<file path="src/urd_pkg.sv">
// shared constants and types for the uart receive dma channel
package urd_pkg;
  // *****************************
  // register map (byte offsets)
  // *****************************
  localparam logic [7:0] DEF_OFS  = 8'h00;
  localparam logic [7:0] STS_OFS  = 8'h04;
  localparam logic [7:0] IST_OFS  = 8'h08;
  localparam logic [7:0] IMSK_OFS = 8'h0c;
  // *****************************
  // field positions
  // *****************************
  localparam int DSET_LSB  = 0;
  localparam int DSET_W    = 3;
  localparam int DIR_BIT   = 3;
  localparam int SEL_BIT   = 4;
  localparam int CONT_BIT  = 5;
  localparam int IRQEN_BIT = 6;
  localparam int EN_BIT    = 7;
  localparam int OVF_BIT   = 0;
  localparam int TOF_BIT   = 1;
  localparam int TMO_LSB   = 2;
  localparam int TMO_W     = 5;
  localparam int TMEN_BIT  = 7;
  localparam int IRQ_W   = 2;
  localparam int IRQ_DONE = 0;
  localparam int IRQ_BUF  = 1;
  localparam int CW      = 7;
  // *****************************
  // reset values and answers
  // *****************************
  localparam logic [7:0] DEF_RST  = 8'h08;
  localparam logic [7:0] STS_RST  = 8'h00;
  localparam logic [1:0] RESP_OK  = 2'h0;
  localparam logic [1:0] RESP_ERR = 2'h2;
  // *****************************
  // types
  // *****************************
  typedef enum logic [1:0] {
    ST_IDLE = 2'b00,
    ST_RUN  = 2'b01
  } urd_state_e;
  typedef struct packed {
    logic              valid;
    logic [DSET_W-1:0] dset;
    logic              buf_y;
    logic [CW-1:0]     addr;
    logic [7:0]        data;
  } urd_mem_wr_s;
  typedef struct packed {
    logic              valid;
    logic [DSET_W-1:0] dset;
    logic              buf_y;
    logic [CW-1:0]     count;
    logic              nak_clr;
  } urd_desc_wr_s;
endpackage : urd_pkg

</file>
<file path="src/urd_rx_dma.sv">
// uart receive dma channel with axi4-lite register slave
`timescale 1ns/100ps
module urd_rx_dma
  import urd_pkg::*;
#(
  parameter int BUF_BYTES = 64
) (
  input  wire logic         ref_clk_i,       // 200 mhz clock
  input  wire logic         sys_rst_i,       // sync reset, high
  input  wire logic [7:0]   s_axi_awaddr_i,  // write address
  input  wire logic         s_axi_awvalid_i, // write address valid
  output logic              s_axi_awready_o, // write address ready
  input  wire logic [31:0]  s_axi_wdata_i,   // write data
  input  wire logic [3:0]   s_axi_wstrb_i,   // write strobes
  input  wire logic         s_axi_wvalid_i,  // write data valid
  output logic              s_axi_wready_o,  // write data ready
  output logic [1:0]        s_axi_bresp_o,   // write response
  output logic              s_axi_bvalid_o,  // write response valid
  input  wire logic         s_axi_bready_i,  // write response ready
  input  wire logic [7:0]   s_axi_araddr_i,  // read address
  input  wire logic         s_axi_arvalid_i, // read address valid
  output logic              s_axi_arready_o, // read address ready
  output logic [31:0]       s_axi_rdata_o,   // read data
  output logic [1:0]        s_axi_rresp_o,   // read response
  output logic              s_axi_rvalid_o,  // read data valid
  input  wire logic         s_axi_rready_i,  // read data ready
  input  wire logic [7:0]   uart_byte_i,     // received byte
  input  wire logic         uart_valid_i,    // byte available
  output logic              uart_ready_o,    // byte taken
  input  wire logic         uart_err_i,      // receiver error pulse
  input  wire logic         uart_ovr_i,      // overrun pulse
  input  wire logic         sof_i,           // 1 ms frame pulse
  input  wire logic         bmgr_sel_wr_i,   // buffer manager sets select
  input  wire logic         bmgr_sel_i,      // new buffer select
  output urd_mem_wr_s       mem_wr_o,        // byte write to buffer
  output urd_desc_wr_s      desc_wr_o,       // descriptor update
  output logic              irq_o            // level interrupt
);
  localparam logic [CW-1:0] BUF_LAST = CW'(BUF_BYTES - 1);

  // *****************************
  // state
  // *****************************
  urd_state_e         st_r, st_nxt;
  logic [7:0]         def_r, def_nxt;
  logic [7:0]         sts_r, sts_nxt;
  logic [IRQ_W-1:0]   ist_r, ist_nxt, imsk_r, imsk_nxt;
  logic [CW-1:0]      bc_r, bc_nxt;
  logic [TMO_W-1:0]   tmo_r, tmo_nxt;
  logic               armed_r, armed_nxt;
  logic               aw_r, aw_nxt, b_r, b_nxt;
  logic               ar_r, ar_nxt, rv_r, rv_nxt;
  logic [1:0]         bres_r, bres_nxt, rres_r, rres_nxt;
  logic [31:0]        rd_r, rd_nxt;
  logic               rdy_r, rdy_nxt, irq_r, irq_nxt;
  urd_mem_wr_s        mem_r, mem_nxt;
  urd_desc_wr_s       desc_r, desc_nxt;
  logic               wr_go, rd_go, byte_go, buf_end;
  logic               tmo_evt, ovr_evt, err_evt, halt, soft_end;
  logic               irq_en;
  logic [7:0]         wd;
  logic [CW-1:0]      bc_inc;

  // *****************************
  // next-state logic
  // *****************************
  always_comb begin
    st_nxt    = st_r;
    def_nxt   = def_r;
    sts_nxt   = sts_r;
    ist_nxt   = ist_r;
    imsk_nxt  = imsk_r;
    bc_nxt    = bc_r;
    tmo_nxt   = tmo_r;
    armed_nxt = armed_r;
    aw_nxt    = 1'b0;
    ar_nxt    = 1'b0;
    b_nxt     = b_r;
    bres_nxt  = bres_r;
    rv_nxt    = rv_r;
    rres_nxt  = rres_r;
    rd_nxt    = rd_r;
    mem_nxt   = '0;
    desc_nxt  = '0;
    irq_en    = def_r[IRQEN_BIT];
    wd        = s_axi_wdata_i[7:0];
    wr_go     = aw_r && s_axi_awvalid_i && s_axi_wvalid_i;
    rd_go     = ar_r && s_axi_arvalid_i;
    byte_go   = rdy_r && uart_valid_i;
    bc_inc    = bc_r + CW'(byte_go);
    err_evt   = (st_r == ST_RUN) && uart_err_i;
    ovr_evt   = (st_r == ST_RUN) && uart_ovr_i;
    tmo_evt   = (st_r == ST_RUN) && sof_i && armed_r && !byte_go &&
                sts_r[TMEN_BIT] && (tmo_r <= TMO_W'(1));
    buf_end   = byte_go && (bc_r == BUF_LAST);
    soft_end  = (tmo_evt || ovr_evt) && !irq_en;
    halt      = err_evt || ((tmo_evt || ovr_evt) && irq_en);
    // axi handshakes, address and data taken together
    if (s_axi_awvalid_i && s_axi_wvalid_i && !aw_r && !b_r)
      aw_nxt = 1'b1;
    if (s_axi_arvalid_i && !ar_r && !rv_r)
      ar_nxt = 1'b1;
    if (b_r && s_axi_bready_i)
      b_nxt = 1'b0;
    if (rv_r && s_axi_rready_i)
      rv_nxt = 1'b0;
    // software writes
    if (wr_go) begin
      b_nxt    = 1'b1;
      bres_nxt = RESP_OK;
      if (s_axi_wstrb_i[0]) begin
        case (s_axi_awaddr_i)
          DEF_OFS:  def_nxt = wd;
          STS_OFS: begin
            sts_nxt[TMEN_BIT] = wd[TMEN_BIT];
            sts_nxt[TMO_LSB +: TMO_W] = wd[TMO_LSB +: TMO_W];
            sts_nxt[OVF_BIT] = sts_r[OVF_BIT] && !wd[OVF_BIT];
            sts_nxt[TOF_BIT] = sts_r[TOF_BIT] && !wd[TOF_BIT];
          end
          IST_OFS:  ist_nxt  = ist_r & ~wd[IRQ_W-1:0];
          IMSK_OFS: imsk_nxt = wd[IRQ_W-1:0];
          default:  bres_nxt = RESP_ERR;
        endcase
      end
    end
    // channel engine
    case (st_r)
      ST_IDLE: begin
        if (def_r[EN_BIT]) begin
          st_nxt    = ST_RUN;
          bc_nxt    = '0;
          armed_nxt = 1'b0;
        end
      end
      ST_RUN: begin
        if (byte_go) begin
          mem_nxt.valid = 1'b1;
          mem_nxt.dset  = def_r[DSET_LSB +: DSET_W];
          mem_nxt.buf_y = def_r[SEL_BIT];
          mem_nxt.addr  = bc_r;
          mem_nxt.data  = uart_byte_i;
          bc_nxt        = bc_inc;
          tmo_nxt       = sts_r[TMO_LSB +: TMO_W];
          armed_nxt     = 1'b1;
        end else if (sof_i && armed_r && sts_r[TMEN_BIT] &&
                     tmo_r != '0) begin
          tmo_nxt = tmo_r - TMO_W'(1);
        end
        if (tmo_evt || ovr_evt)
          sts_nxt[TOF_BIT] = 1'b1;
        if (ovr_evt)
          sts_nxt[OVF_BIT] = 1'b1;
        if (halt || soft_end || buf_end) begin
          desc_nxt.valid   = 1'b1;
          desc_nxt.dset    = def_r[DSET_LSB +: DSET_W];
          desc_nxt.buf_y   = def_r[SEL_BIT];
          desc_nxt.count   = buf_end ? CW'(BUF_BYTES) : bc_inc;
          desc_nxt.nak_clr = 1'b1;
          bc_nxt           = '0;
          armed_nxt        = 1'b0;
          def_nxt[SEL_BIT] = !def_r[SEL_BIT];
          if (buf_end)
            ist_nxt[IRQ_BUF] = 1'b1;
        end
        if (halt) begin
          def_nxt[EN_BIT] = 1'b0;
          st_nxt          = ST_IDLE;
        end else if (!def_nxt[EN_BIT]) begin
          st_nxt = ST_IDLE;
        end
      end
      default: st_nxt = ST_IDLE;
    endcase
    if (bmgr_sel_wr_i)
      def_nxt[SEL_BIT] = bmgr_sel_i;
    def_nxt[DIR_BIT] = 1'b1;
    if (def_r[EN_BIT] && !def_nxt[EN_BIT] && irq_en && !err_evt)
      ist_nxt[IRQ_DONE] = 1'b1;
    // reads
    if (rd_go) begin
      rv_nxt   = 1'b1;
      rres_nxt = RESP_OK;
      case (s_axi_araddr_i)
        DEF_OFS:  rd_nxt = {24'h0, def_r};
        STS_OFS:  rd_nxt = {24'h0, sts_r};
        IST_OFS:  rd_nxt = {{(32-IRQ_W){1'b0}}, ist_r};
        IMSK_OFS: rd_nxt = {{(32-IRQ_W){1'b0}}, imsk_r};
        default: begin
          rd_nxt   = 32'h0;
          rres_nxt = RESP_ERR;
        end
      endcase
    end
    rdy_nxt = (st_nxt == ST_RUN) && !halt;
    irq_nxt = |(ist_nxt & imsk_nxt);
  end

  // *****************************
  // registers
  // *****************************
  always_ff @(posedge ref_clk_i) begin
    if (sys_rst_i) begin
      st_r    <= ST_IDLE;
      def_r   <= DEF_RST;
      sts_r   <= STS_RST;
      ist_r   <= '0;
      imsk_r  <= '0;
      bc_r    <= '0;
      tmo_r   <= '0;
      armed_r <= 1'b0;
      aw_r    <= 1'b0;
      ar_r    <= 1'b0;
      b_r     <= 1'b0;
      bres_r  <= RESP_OK;
      rv_r    <= 1'b0;
      rres_r  <= RESP_OK;
      rd_r    <= '0;
      rdy_r   <= 1'b0;
      irq_r   <= 1'b0;
      mem_r   <= '0;
      desc_r  <= '0;
    end else begin
      st_r    <= st_nxt;
      def_r   <= def_nxt;
      sts_r   <= sts_nxt;
      ist_r   <= ist_nxt;
      imsk_r  <= imsk_nxt;
      bc_r    <= bc_nxt;
      tmo_r   <= tmo_nxt;
      armed_r <= armed_nxt;
      aw_r    <= aw_nxt;
      ar_r    <= ar_nxt;
      b_r     <= b_nxt;
      bres_r  <= bres_nxt;
      rv_r    <= rv_nxt;
      rres_r  <= rres_nxt;
      rd_r    <= rd_nxt;
      rdy_r   <= rdy_nxt;
      irq_r   <= irq_nxt;
      mem_r   <= mem_nxt;
      desc_r  <= desc_nxt;
    end
  end

  assign s_axi_awready_o = aw_r;
  assign s_axi_wready_o  = aw_r;
  assign s_axi_bvalid_o  = b_r;
  assign s_axi_bresp_o   = bres_r;
  assign s_axi_arready_o = ar_r;
  assign s_axi_rvalid_o  = rv_r;
  assign s_axi_rresp_o   = rres_r;
  assign s_axi_rdata_o   = rd_r;
  assign uart_ready_o    = rdy_r;
  assign mem_wr_o        = mem_r;
  assign desc_wr_o       = desc_r;
  assign irq_o           = irq_r;
endmodule : urd_rx_dma

</file>
<file path="config.mk">
export PLATFORM = sky130hd
export DESIGN_NAME = urd_rx_dma
export DESIGN_NICKNAME = d
export VERILOG_FILES = /design/src/urd_pkg.sv /design/src/urd_rx_dma.sv
export SDC_FILE = /design/constraint.sdc
export NUM_CORES = 1
export LEC_CHECK = 0
export BUFFER_PORTS_ARGS = -buffer_cell sky130_fd_sc_hd__buf_2
export CAP_MARGIN = 0
export CORE_ASPECT_RATIO = 1.1
export CORE_MARGIN = 3
export CORE_UTILIZATION = 35
export CTS_CLUSTER_SIZE = 14
export DETAILED_ROUTE_END_ITERATION = 12
export GPL_ROUTABILITY_DRIVEN = 1
export PLACE_DENSITY = 0.64
export SLEW_MARGIN = 20
export SYNTH_ARGS = -nofsm -noshare
export SYNTH_HDL_FRONTEND = slang
export SYNTH_SLANG_ARGS = --single-unit
</file>
<file path="constraint.sdc">
create_clock -name ref_clk_i -period 2 [get_ports ref_clk_i]
set_input_delay 0 -clock ref_clk_i [delete_from_list [all_inputs] [get_ports ref_clk_i]]
set_output_delay 0 -clock ref_clk_i [all_outputs]
set_load 0.01 [all_outputs]
</file>
==> implementation parameters, run 1 <==
Parameter                              Value

Outcome
  Outcome ... completed

STA
  Ratio of final minimum period to clock period ... 92.8%
  Slack of the critical path ... 0.144 ns
  Max Freq ... about 540 MHz
  Final Skew ... approximately 0.016 ns
  Setup repair after global routing missed its margin ... false
  Final worst path period need ... 1.86 ns
  Relative slew slack ... 65.9%
  Setup-failing EPs final ... 0
  Final Hold Vio Count ... 0
  Number of max-slew violations in the final report ... 0
  Total negative slack for setup checks ... 0 ns
  Slew at the pin closest to its max-slew limit ... 0.512 ns

Min path
  Worst hold start ... s_axi_awaddr_i[2]
  Worst hold-check path type ... input pin to flip-flop

Place
  HPWL after DPL ... approximately 6000 um
  Worst slack, placed ... 0.0434 ns
  Gpl congestion ... about 0.85
  Area after DPL ... 0.00402 mm2
  Port-buffer cells ... 95

Synthesis
  Synthesis Warnings ... 0
  Area of the mapped netlist ... around 0.0035 mm2
  Sequential fraction of the synthesis area ... 46.8%
  Number of flops mapped to enable cells by yosys ... 0
  Average cell area after synthesis ... 9.26 um2
  Share of async-settable or async-resettable flops after synthesis ... 0%
  Top cell type's share of synthesized area ... between 40% and 50%
  Cells after Synth ... about 380
  Synthesized flop and latch total ... 82
  Synth area leader ... sky130_fd_sc_hd__dfxtp_1
  Cell variety after synth ... 56
  Synth Flop Type ... sky130_fd_sc_hd__dfxtp_1
  Top cells by area in the synthesized netlist ... sky130_fd_sc_hd__dfxtp_1 47%, sky130_fd_sc_hd__buf_4 6.2%, sky130_fd_sc_hd__nor2_1 4.2%

Setup path
  Slowest library cell on the worst path ... sky130_fd_sc_hd__dfxtp_2
  Critical Path RT ... 2.26 ns
  Critical path fanouts, max ... 6
  R2r setup slk ... 0.14 ns
  Critical path endpoint category ... flip-flop
  Critical R2R Launch ... tmo_r[1]
  Critical Setup Path Class ... flip-flop to flip-flop
  Critical Path Start ... tmo_r[1]
  Critical path, cell by cell ... inv_1 > ha_1 > o21bai_1 > a41o_2 > a21oi_1 > nand4_1 > a311oi_1
  Crit path largest cell delay ... 0.36 ns
  Worst Path Arrival ... 2.12 ns
  Critical path startpoint category ... flip-flop

Detailed routing
  Number of violations reported at the end of detailed-routing iteration 0 ... 209
  Post-detailed-route wirelength per cell ... 13.3 um
  Via density per instance ... roughly 4.8
  Number of remaining DRC errors ... 0
  Number of iterations in the first detailed-routing pass ... 4
  Overall routed net length ... 8310 um
  Detailed-route via count ... 2989
  Post-DRT Antenna Nets ... 0

Pwr
  Peak VDD IR ... just over 0.0003 V
  Power per cell area ... around 680 mW/mm2
  Leakage power figure ... 2.06 nW
  Total power ... ~3 mW

Final layout
  Proportion of layout cells with a drive suffix above 1 ... 26.9%
  Area of all placed cells without fillers ... 0.00450 mm2
  Final nets ... 582
  Combined flip-flop and latch cell area ... 0.00164 mm2
  Util after Layout ... between 40% and 50%
  Layout filler cell count ... 931
  Multi-input combinational cell area ... 0.00166 mm2
  Layout area overhead ... 28.3%
  Number of inserted diodes ... 0

CTS
  CTS max path bufs ... 2
  Number of buffers inserted during clock tree synthesis ... 9
  TritonCTS clock tree ... done
  Clock Tree Root ... sky130_fd_sc_hd__clkbuf_8
  Clock-pin slew on the worst setup and hold paths ... 0.09 ns
  H-tree Lvls ... 3
  Latest clock arrival within the worst-skew pair ... 0.36 ns
  TritonCTS sink count ... 82

Global routing
  Number of antenna violations at the first check in global routing ... 0
  GR Overflow Total ... 0
  Wire length of the first global-routing pass ... ~14000 um
  Gr usage total ... 14.8%
  Number of global-route vias before repair ... 2942
  Pin count of the biggest net entering global routing ... 45

Floorplanning
  Die width ... 101 um
  Effective utilization at floorplan ... ~37%
  Die boundary height ... 111 um
  Standard-cell rows ... 37
  Die footprint ... 0.0113 mm2
  Boundary Pins ... 149
  Area of the core ... around 0.0096 mm2

Flow run
  Maxcap violations ... 0
-- report_power, final --
group	switching (mW)	internal (mW)
Clock	0.594	0.618
Combinational	0.108	0.0939
Sequential	0.00723	1.64
-- worst max-delay path: cells and delay by family (launching register included) --
| family | cells | cell delay, ns |
|---|---|---|
| adder cells (fa/ha/maj) | 1 | 0.18 |
| AND/OR/NAND/NOR | 1 | 0.18 |
| AO/OA/AOI/OAI | 4 | 0.98 |
| buffers and inverters | 1 | 0.08 |
| flip-flops | 1 | 0.36 |
-- registers in the layout (all words and copies together) (netlist names), 2 cells and up --
name	flops
ist_r	2
bc_r	7
imsk_r	2
def_r	7
mem_wr_o	20
sts_r	8
desc_wr_o	12
st_r	2
tmo_r	5
s_axi_rdata_o	8
-- stage by stage --
stage	hold slack, ns	std cells
after global placement	0.205	583
after floorplan	0.100	405
after CTS	0.00343	625
after detailed placement	0.205	583
final	0.0176	626
after global routing	0.0531	626
-- layout by cell type (no fill, tap or decap), types with 3 or more instances in the layout --
master,instances
sky130_fd_sc_hd__nand2_2,3
sky130_fd_sc_hd__nor2_1,39
sky130_fd_sc_hd__nand2b_1,6
sky130_fd_sc_hd__and3_1,9
sky130_fd_sc_hd__a31oi_1,5
sky130_fd_sc_hd__a21o_1,4
sky130_fd_sc_hd__buf_4,9
sky130_fd_sc_hd__mux2i_1,14
sky130_fd_sc_hd__inv_1,12
sky130_fd_sc_hd__a22oi_1,7
sky130_fd_sc_hd__ha_1,5
sky130_fd_sc_hd__nor3_1,6
sky130_fd_sc_hd__dlygate4sd3_1,26
sky130_fd_sc_hd__nor4_1,4
sky130_fd_sc_hd__and2_1,17
sky130_fd_sc_hd__conb_1,27
sky130_fd_sc_hd__nand3_1,11
sky130_fd_sc_hd__nand4_1,6
sky130_fd_sc_hd__o21ai_0,8
sky130_fd_sc_hd__dfxtp_1,81
sky130_fd_sc_hd__clkbuf_8,10
sky130_fd_sc_hd__nand2_1,32
sky130_fd_sc_hd__buf_2,95
sky130_fd_sc_hd__a21oi_1,23
-- what timing repair did --
item,4_1_cts,5_1_grt
resized for setup,0,4
hold endpoints to repair,34,0
hold buffers,26,0
buffers inserted,0,1
setup endpoints to repair,0,11
-- synthesized netlist by cell type, types with 2 or more instances --
cell                       number
sky130_fd_sc_hd__nand3_1       11
sky130_fd_sc_hd__ha_1           5
sky130_fd_sc_hd__buf_2          2
sky130_fd_sc_hd__buf_4         29
sky130_fd_sc_hd__a211o_1        2
sky130_fd_sc_hd__o31ai_1        2
sky130_fd_sc_hd__a31oi_1        5
sky130_fd_sc_hd__and2_1        17
sky130_fd_sc_hd__o22ai_1        2
sky130_fd_sc_hd__o21ai_0        8
sky130_fd_sc_hd__a21boi_0       2
sky130_fd_sc_hd__a22oi_1        7
sky130_fd_sc_hd__a21oi_1       23
sky130_fd_sc_hd__dfxtp_1       82
sky130_fd_sc_hd__mux2i_1       14
sky130_fd_sc_hd__nand4_1        6
sky130_fd_sc_hd__nand2b_1       6
sky130_fd_sc_hd__xnor2_1        2
sky130_fd_sc_hd__nor3_1         7
sky130_fd_sc_hd__a21o_1         4
sky130_fd_sc_hd__clkbuf_1       9
sky130_fd_sc_hd__o21ai_1        2
sky130_fd_sc_hd__nor4_4         2
sky130_fd_sc_hd__mux4_2         2
sky130_fd_sc_hd__nor4b_1        2
sky130_fd_sc_hd__nor4_1         4
sky130_fd_sc_hd__or4b_1         2
sky130_fd_sc_hd__and3_1         9
sky130_fd_sc_hd__nor2_1        39
sky130_fd_sc_hd__a311oi_1       2
sky130_fd_sc_hd__nand2_1       34
sky130_fd_sc_hd__inv_1         12
-- layer usage --
layer / vias up / GRT usage (%) / routed length (um)
met5: - / 0 / 0
met4: 0 / 4.43 / 85
met3: 6 / 4.59 / 568
met2: 110 / 24.8 / 4060
met1: 1359 / 18.1 / 3590
li1: 1514 / - / -
-- cell families (layout without fill, tap and decap cells) --
logic type	count (synthesis)	after routing	synth area share [%]
mux	17	17	5.60
buf+inv	55	159	9.27
fa+ha+maj	5	5	1.78
compound gates	69	69	13.5
flops	82	82	46.8
simple gates	147	147	22.2
other cells	1	27	0.107
xor+xnor	3	3	0.749
-- cell type report --
| cell class | count | share of cell area [%] |
|---|---|---|
| Sequential cell | 82 | 36.5 |
| Clock buffer | 11 | 3.14 |
| Inverter | 13 | 1.08 |
| Tap cell | 117 | 3.25 |
| Clock inverter | 5 | 1.39 |
| Timing Repair Buffer | 130 | 17.8 |
| Multi-Input combinational cell | 268 | 36.8 |
-- worst paths after layout --
kind              depth (start not counted)           end
setup / recovery                          7  uart_ready_o
hold / removal                            3      ist_r[1]
setup reg to reg                          7  uart_ready_o
hold reg to reg                           2       armed_r
No activity file was read; power rests on OpenSTA's default activity.
==> run 2: changes to the inputs <==
Settings changed: ABC_AREA set to 1.
==> run 2 against run 1 <==
Die area rose by 2.8%. Design area increased by 3.5%. Clock power is 22% higher. Critical endpoint is now def_r[4].
==> implementation parameters, run 2 <==
Parameter                              Value

Outcome
  Outcome ... completed

Pwr
  Leakage power figure ... 2.18 nW (+6.0%)
  Power per cell area ... 710 mW/mm2 (+4.5%)
  Peak VDD IR ... 0.000377 V (+22%)

Synthesis
  Most numerous cell in the Yosys netlist ... sky130_fd_sc_hd__dfxtp_1
  Top cell type's share of synthesized area ... 45.5% (-1.3 points)
  Synth area leader ... sky130_fd_sc_hd__dfxtp_1
  Cell variety after synth ... 38 (-32%)
  Commonest cells in the netlist ... 82 x sky130_fd_sc_hd__dfxtp_1, 74 x sky130_fd_sc_hd__nand2_1, 57 x sky130_fd_sc_hd__inv_1
  Top cells by area in the synthesized netlist ... sky130_fd_sc_hd__dfxtp_1 45%, sky130_fd_sc_hd__nand2_1 7.7%, sky130_fd_sc_hd__inv_1 5.9%
  Synth Flop Type ... sky130_fd_sc_hd__dfxtp_1
  Synthesis Warnings ... 0 (unchanged)
  Number of flops mapped to enable cells by yosys ... 0 (unchanged)
  Share of async-settable or async-resettable flops after synthesis ... 0% (unchanged)
  Cells after Synth ... 459 (+21%)
  Average cell area after synthesis ... 7.87 um2 (-15%)
  Synthesized flop and latch total ... 82 (unchanged)
  Area of the mapped netlist ... 0.00361 mm2 (+2.9%)
  Sequential fraction of the synthesis area ... 45.5% (-1.3 points)

CTS
  TritonCTS sink count ... 82 (unchanged)
  H-tree Lvls ... 3 (unchanged)
  Latest clock arrival within the worst-skew pair ... 0.36 ns (about the same)
  Clock Tree Root ... sky130_fd_sc_hd__clkbuf_8
  CTS max path bufs ... 2 (unchanged)
  Clock-pin slew on the worst setup and hold paths ... 0.08 ns (about the same)
  Number of buffers inserted during clock tree synthesis ... 9 (unchanged)
  TritonCTS clock tree ... done

Final layout
  Proportion of layout cells with a drive suffix above 1 ... 25.5% (-1.5 points)
  Number of inserted diodes ... 0 (unchanged)
  Layout area overhead ... 29.0%
  Most common cell after layout, fill and taps aside ... sky130_fd_sc_hd__buf_2
  Number of flip-flops under the largest register name ... 20 (unchanged)
  Commonest cells after routing, fill and taps aside ... 95 x sky130_fd_sc_hd__buf_2, 80 x sky130_fd_sc_hd__dfxtp_1, 74 x sky130_fd_sc_hd__nand2_1, 56 x sky130_fd_sc_hd__inv_1, 54 x sky130_fd_sc_hd__nor2_1
  Final nets ... 666 (+14%)

Setup path
  Worst Path Arrival ... 2.11 ns (about the same)
  Slowest library cell on the worst path ... sky130_fd_sc_hd__dlygate4sd3_1
  Critical path, cell by cell ... nand2_2 > nor2_4 > nand3_4 > nand4_4 > nand2_1 > nand2_1 > nand3_1 > nand2_1 > dlygate4sd3_1 > inv_1
  Crit path largest cell delay ... 0.54 ns (+0.18 ns)
  Critical path startpoint category ... flip-flop
  Critical path fanouts, max ... 5 (-1)
  Critical Path RT ... 2.26 ns (about the same)
  Critical Setup Path Class ... flip-flop to flip-flop
  Cell mode on critical path ... sky130_fd_sc_hd__nand2_1
  Critical path endpoint category ... flip-flop

Floorplanning
  Area of the core ... 0.00998 mm2 (+4.2%)
  Die width ... 103 um (+1.4%)
  Boundary Pins ... 149 (unchanged)
  Die boundary height ... 113 um (+1.4%)
  Effective utilization at floorplan ... 36.2% (-0.45 points)
  Standard-cell rows ... 38 (+2.7%)
  Die footprint ... 0.0116 mm2 (+2.8%)

Global routing
  Number of global-route vias before repair ... 3011 (+2.3%)
  Number of antenna violations at the first check in global routing ... 0 (unchanged)
  GR Overflow Total ... 0 (unchanged)
  Wire length of the first global-routing pass ... 14000 um (+2.7%)
  Gr usage total ... 15.2% (+0.34 points)
  Pin count of the biggest net entering global routing ... 20 (-56%)

STA
  Final worst path period need ... 1.85 ns (-0.00390 ns)
  Ratio of final minimum period to clock period ... 92.6% (-0.19 points)
  Number of max-slew violations in the final report ... 0 (unchanged)
  Setup-failing EPs final ... 0 (unchanged)
  Setup repair after global routing missed its margin ... false
  Final Skew ... 0.00906 ns (-0.00673 ns)
  Final Hold Vio Count ... 0 (unchanged)
  Worst Hold Margin ... 0.0347 ns (+0.0171 ns)
  Total negative slack for setup checks ... 0 ns (unchanged)
  Max Freq ... 540 MHz (+0.21%)

Detailed routing
  Met2 wire length ... 4120 um (+1.5%)
  Via density per instance ... 4.49 (-5.9%)
  Post-DRT Antenna Nets ... 0 (unchanged)
  Number of violations reported at the end of detailed-routing iteration 0 ... 141 (-33%)
  DR top layer ... met4
  Met1 layer wirelength in the final routing ... 3750 um (+4.5%)
  Total met3 wirelength after detailed routing ... 501 um (-12%)
  Number of iterations in the first detailed-routing pass ... 5 (+1)
  Overall routed net length ... 8490 um (+2.2%)
  Post-detailed-route wirelength per cell ... 11.9 um (-10%)
  Number of remaining DRC errors ... 0 (unchanged)
  Detailed-route via count ... 3202 (+7.1%)

Place
  Gpl congestion ... 0.868 (+2.2%)
  Port-buffer cells ... 95 (unchanged)
  HPWL after DPL ... 6270 um (+4.0%)

Flow run
  Maxcap violations ... 0 (unchanged)

Min path
  Worst hold-check path type ... input pin to flip-flop
-- run 2: cells by family after synthesis --
kind of cell               share of synthesized area [%]
xor gates and xnor gates                           0.970
other                                              0.104
buffers and inverters                               14.0
DFF                                                 45.5
adders and majority gates                           1.73
AOI/OAI and AO/OA                                   12.1
and+or+nand+nor                                     25.7
-- run 2: worst max-delay path, delay by kind of cell (launching register included) --
kind                   cells  cell delay (ns)
buffers and inverters      2             0.57
and+or+nand+nor            8             0.75
DFF                        1             0.44
-- run 2: path summary, 6_finish.rpt --
kind                            slack (ns)                to  cells past startpoint       startpoint
worst max-delay path                  0.15          def_r[4]                     10          bc_r[3]
worst min-delay path                  0.03  s_axi_bresp_o[1]                      4   s_axi_wvalid_i
worst max register to register        0.15          def_r[4]                     10          bc_r[3]
worst min register to register        0.44   s_axi_arready_o                      1  s_axi_arready_o
-- run 2: per-layer routing --
metal | GRT usage [%] | vias up
met5 | 0 | -
met4 | 4.66 | 0
met3 | 4.16 | 11
met2 | 25.1 | 95
met1 | 19.2 | 1427
li1 | - | 1669
-- run 2: report_power, final --
part	total, mW	switching, mW	internal (mW)
Combinational	0.191	0.105	0.0858
Clock	1.48	0.577	0.898
Sequential	1.64	0.00440	1.64
Total	3.31	0.687	2.62
-- run 2: what timing repair did --
| item | 4_1_cts | 5_1_grt |
|---|---|---|
| buffers inserted | 0 | 1 |
| endpoints found under the hold margin | 29 | 0 |
| hold buffers | 28 | 0 |
| endpoints found under the setup margin | 0 | 1 |
| resized for setup | 0 | 7 |
-- run 2: area by class of cell --
class | count | area [um2]
well taps | 120 | 150
inverters | 66 | 255
multi-input cells | 303 | 1580
clock inverters | 4 | 97.6
fillers | 1005 | 5330
repair buffers | 126 | 778
clock buffers | 12 | 155
flip-flops and latches | 82 | 1640
-- run 2: stage by stage --
stage	worst slack, ns	utilization, %	area [um2]	total power, mW	instances
final	0.148	46.7	4660	3.31	713
after global routing	0.00292	46.7	4660	3.44	713
after CTS	0.0252	46.4	4630	3.35	712
after detailed placement	0.401	41.1	4100	1.83	668
after global placement	0.428	41.1	4100	1.82	668
after floorplan	0.520	-	3710	1.79	485
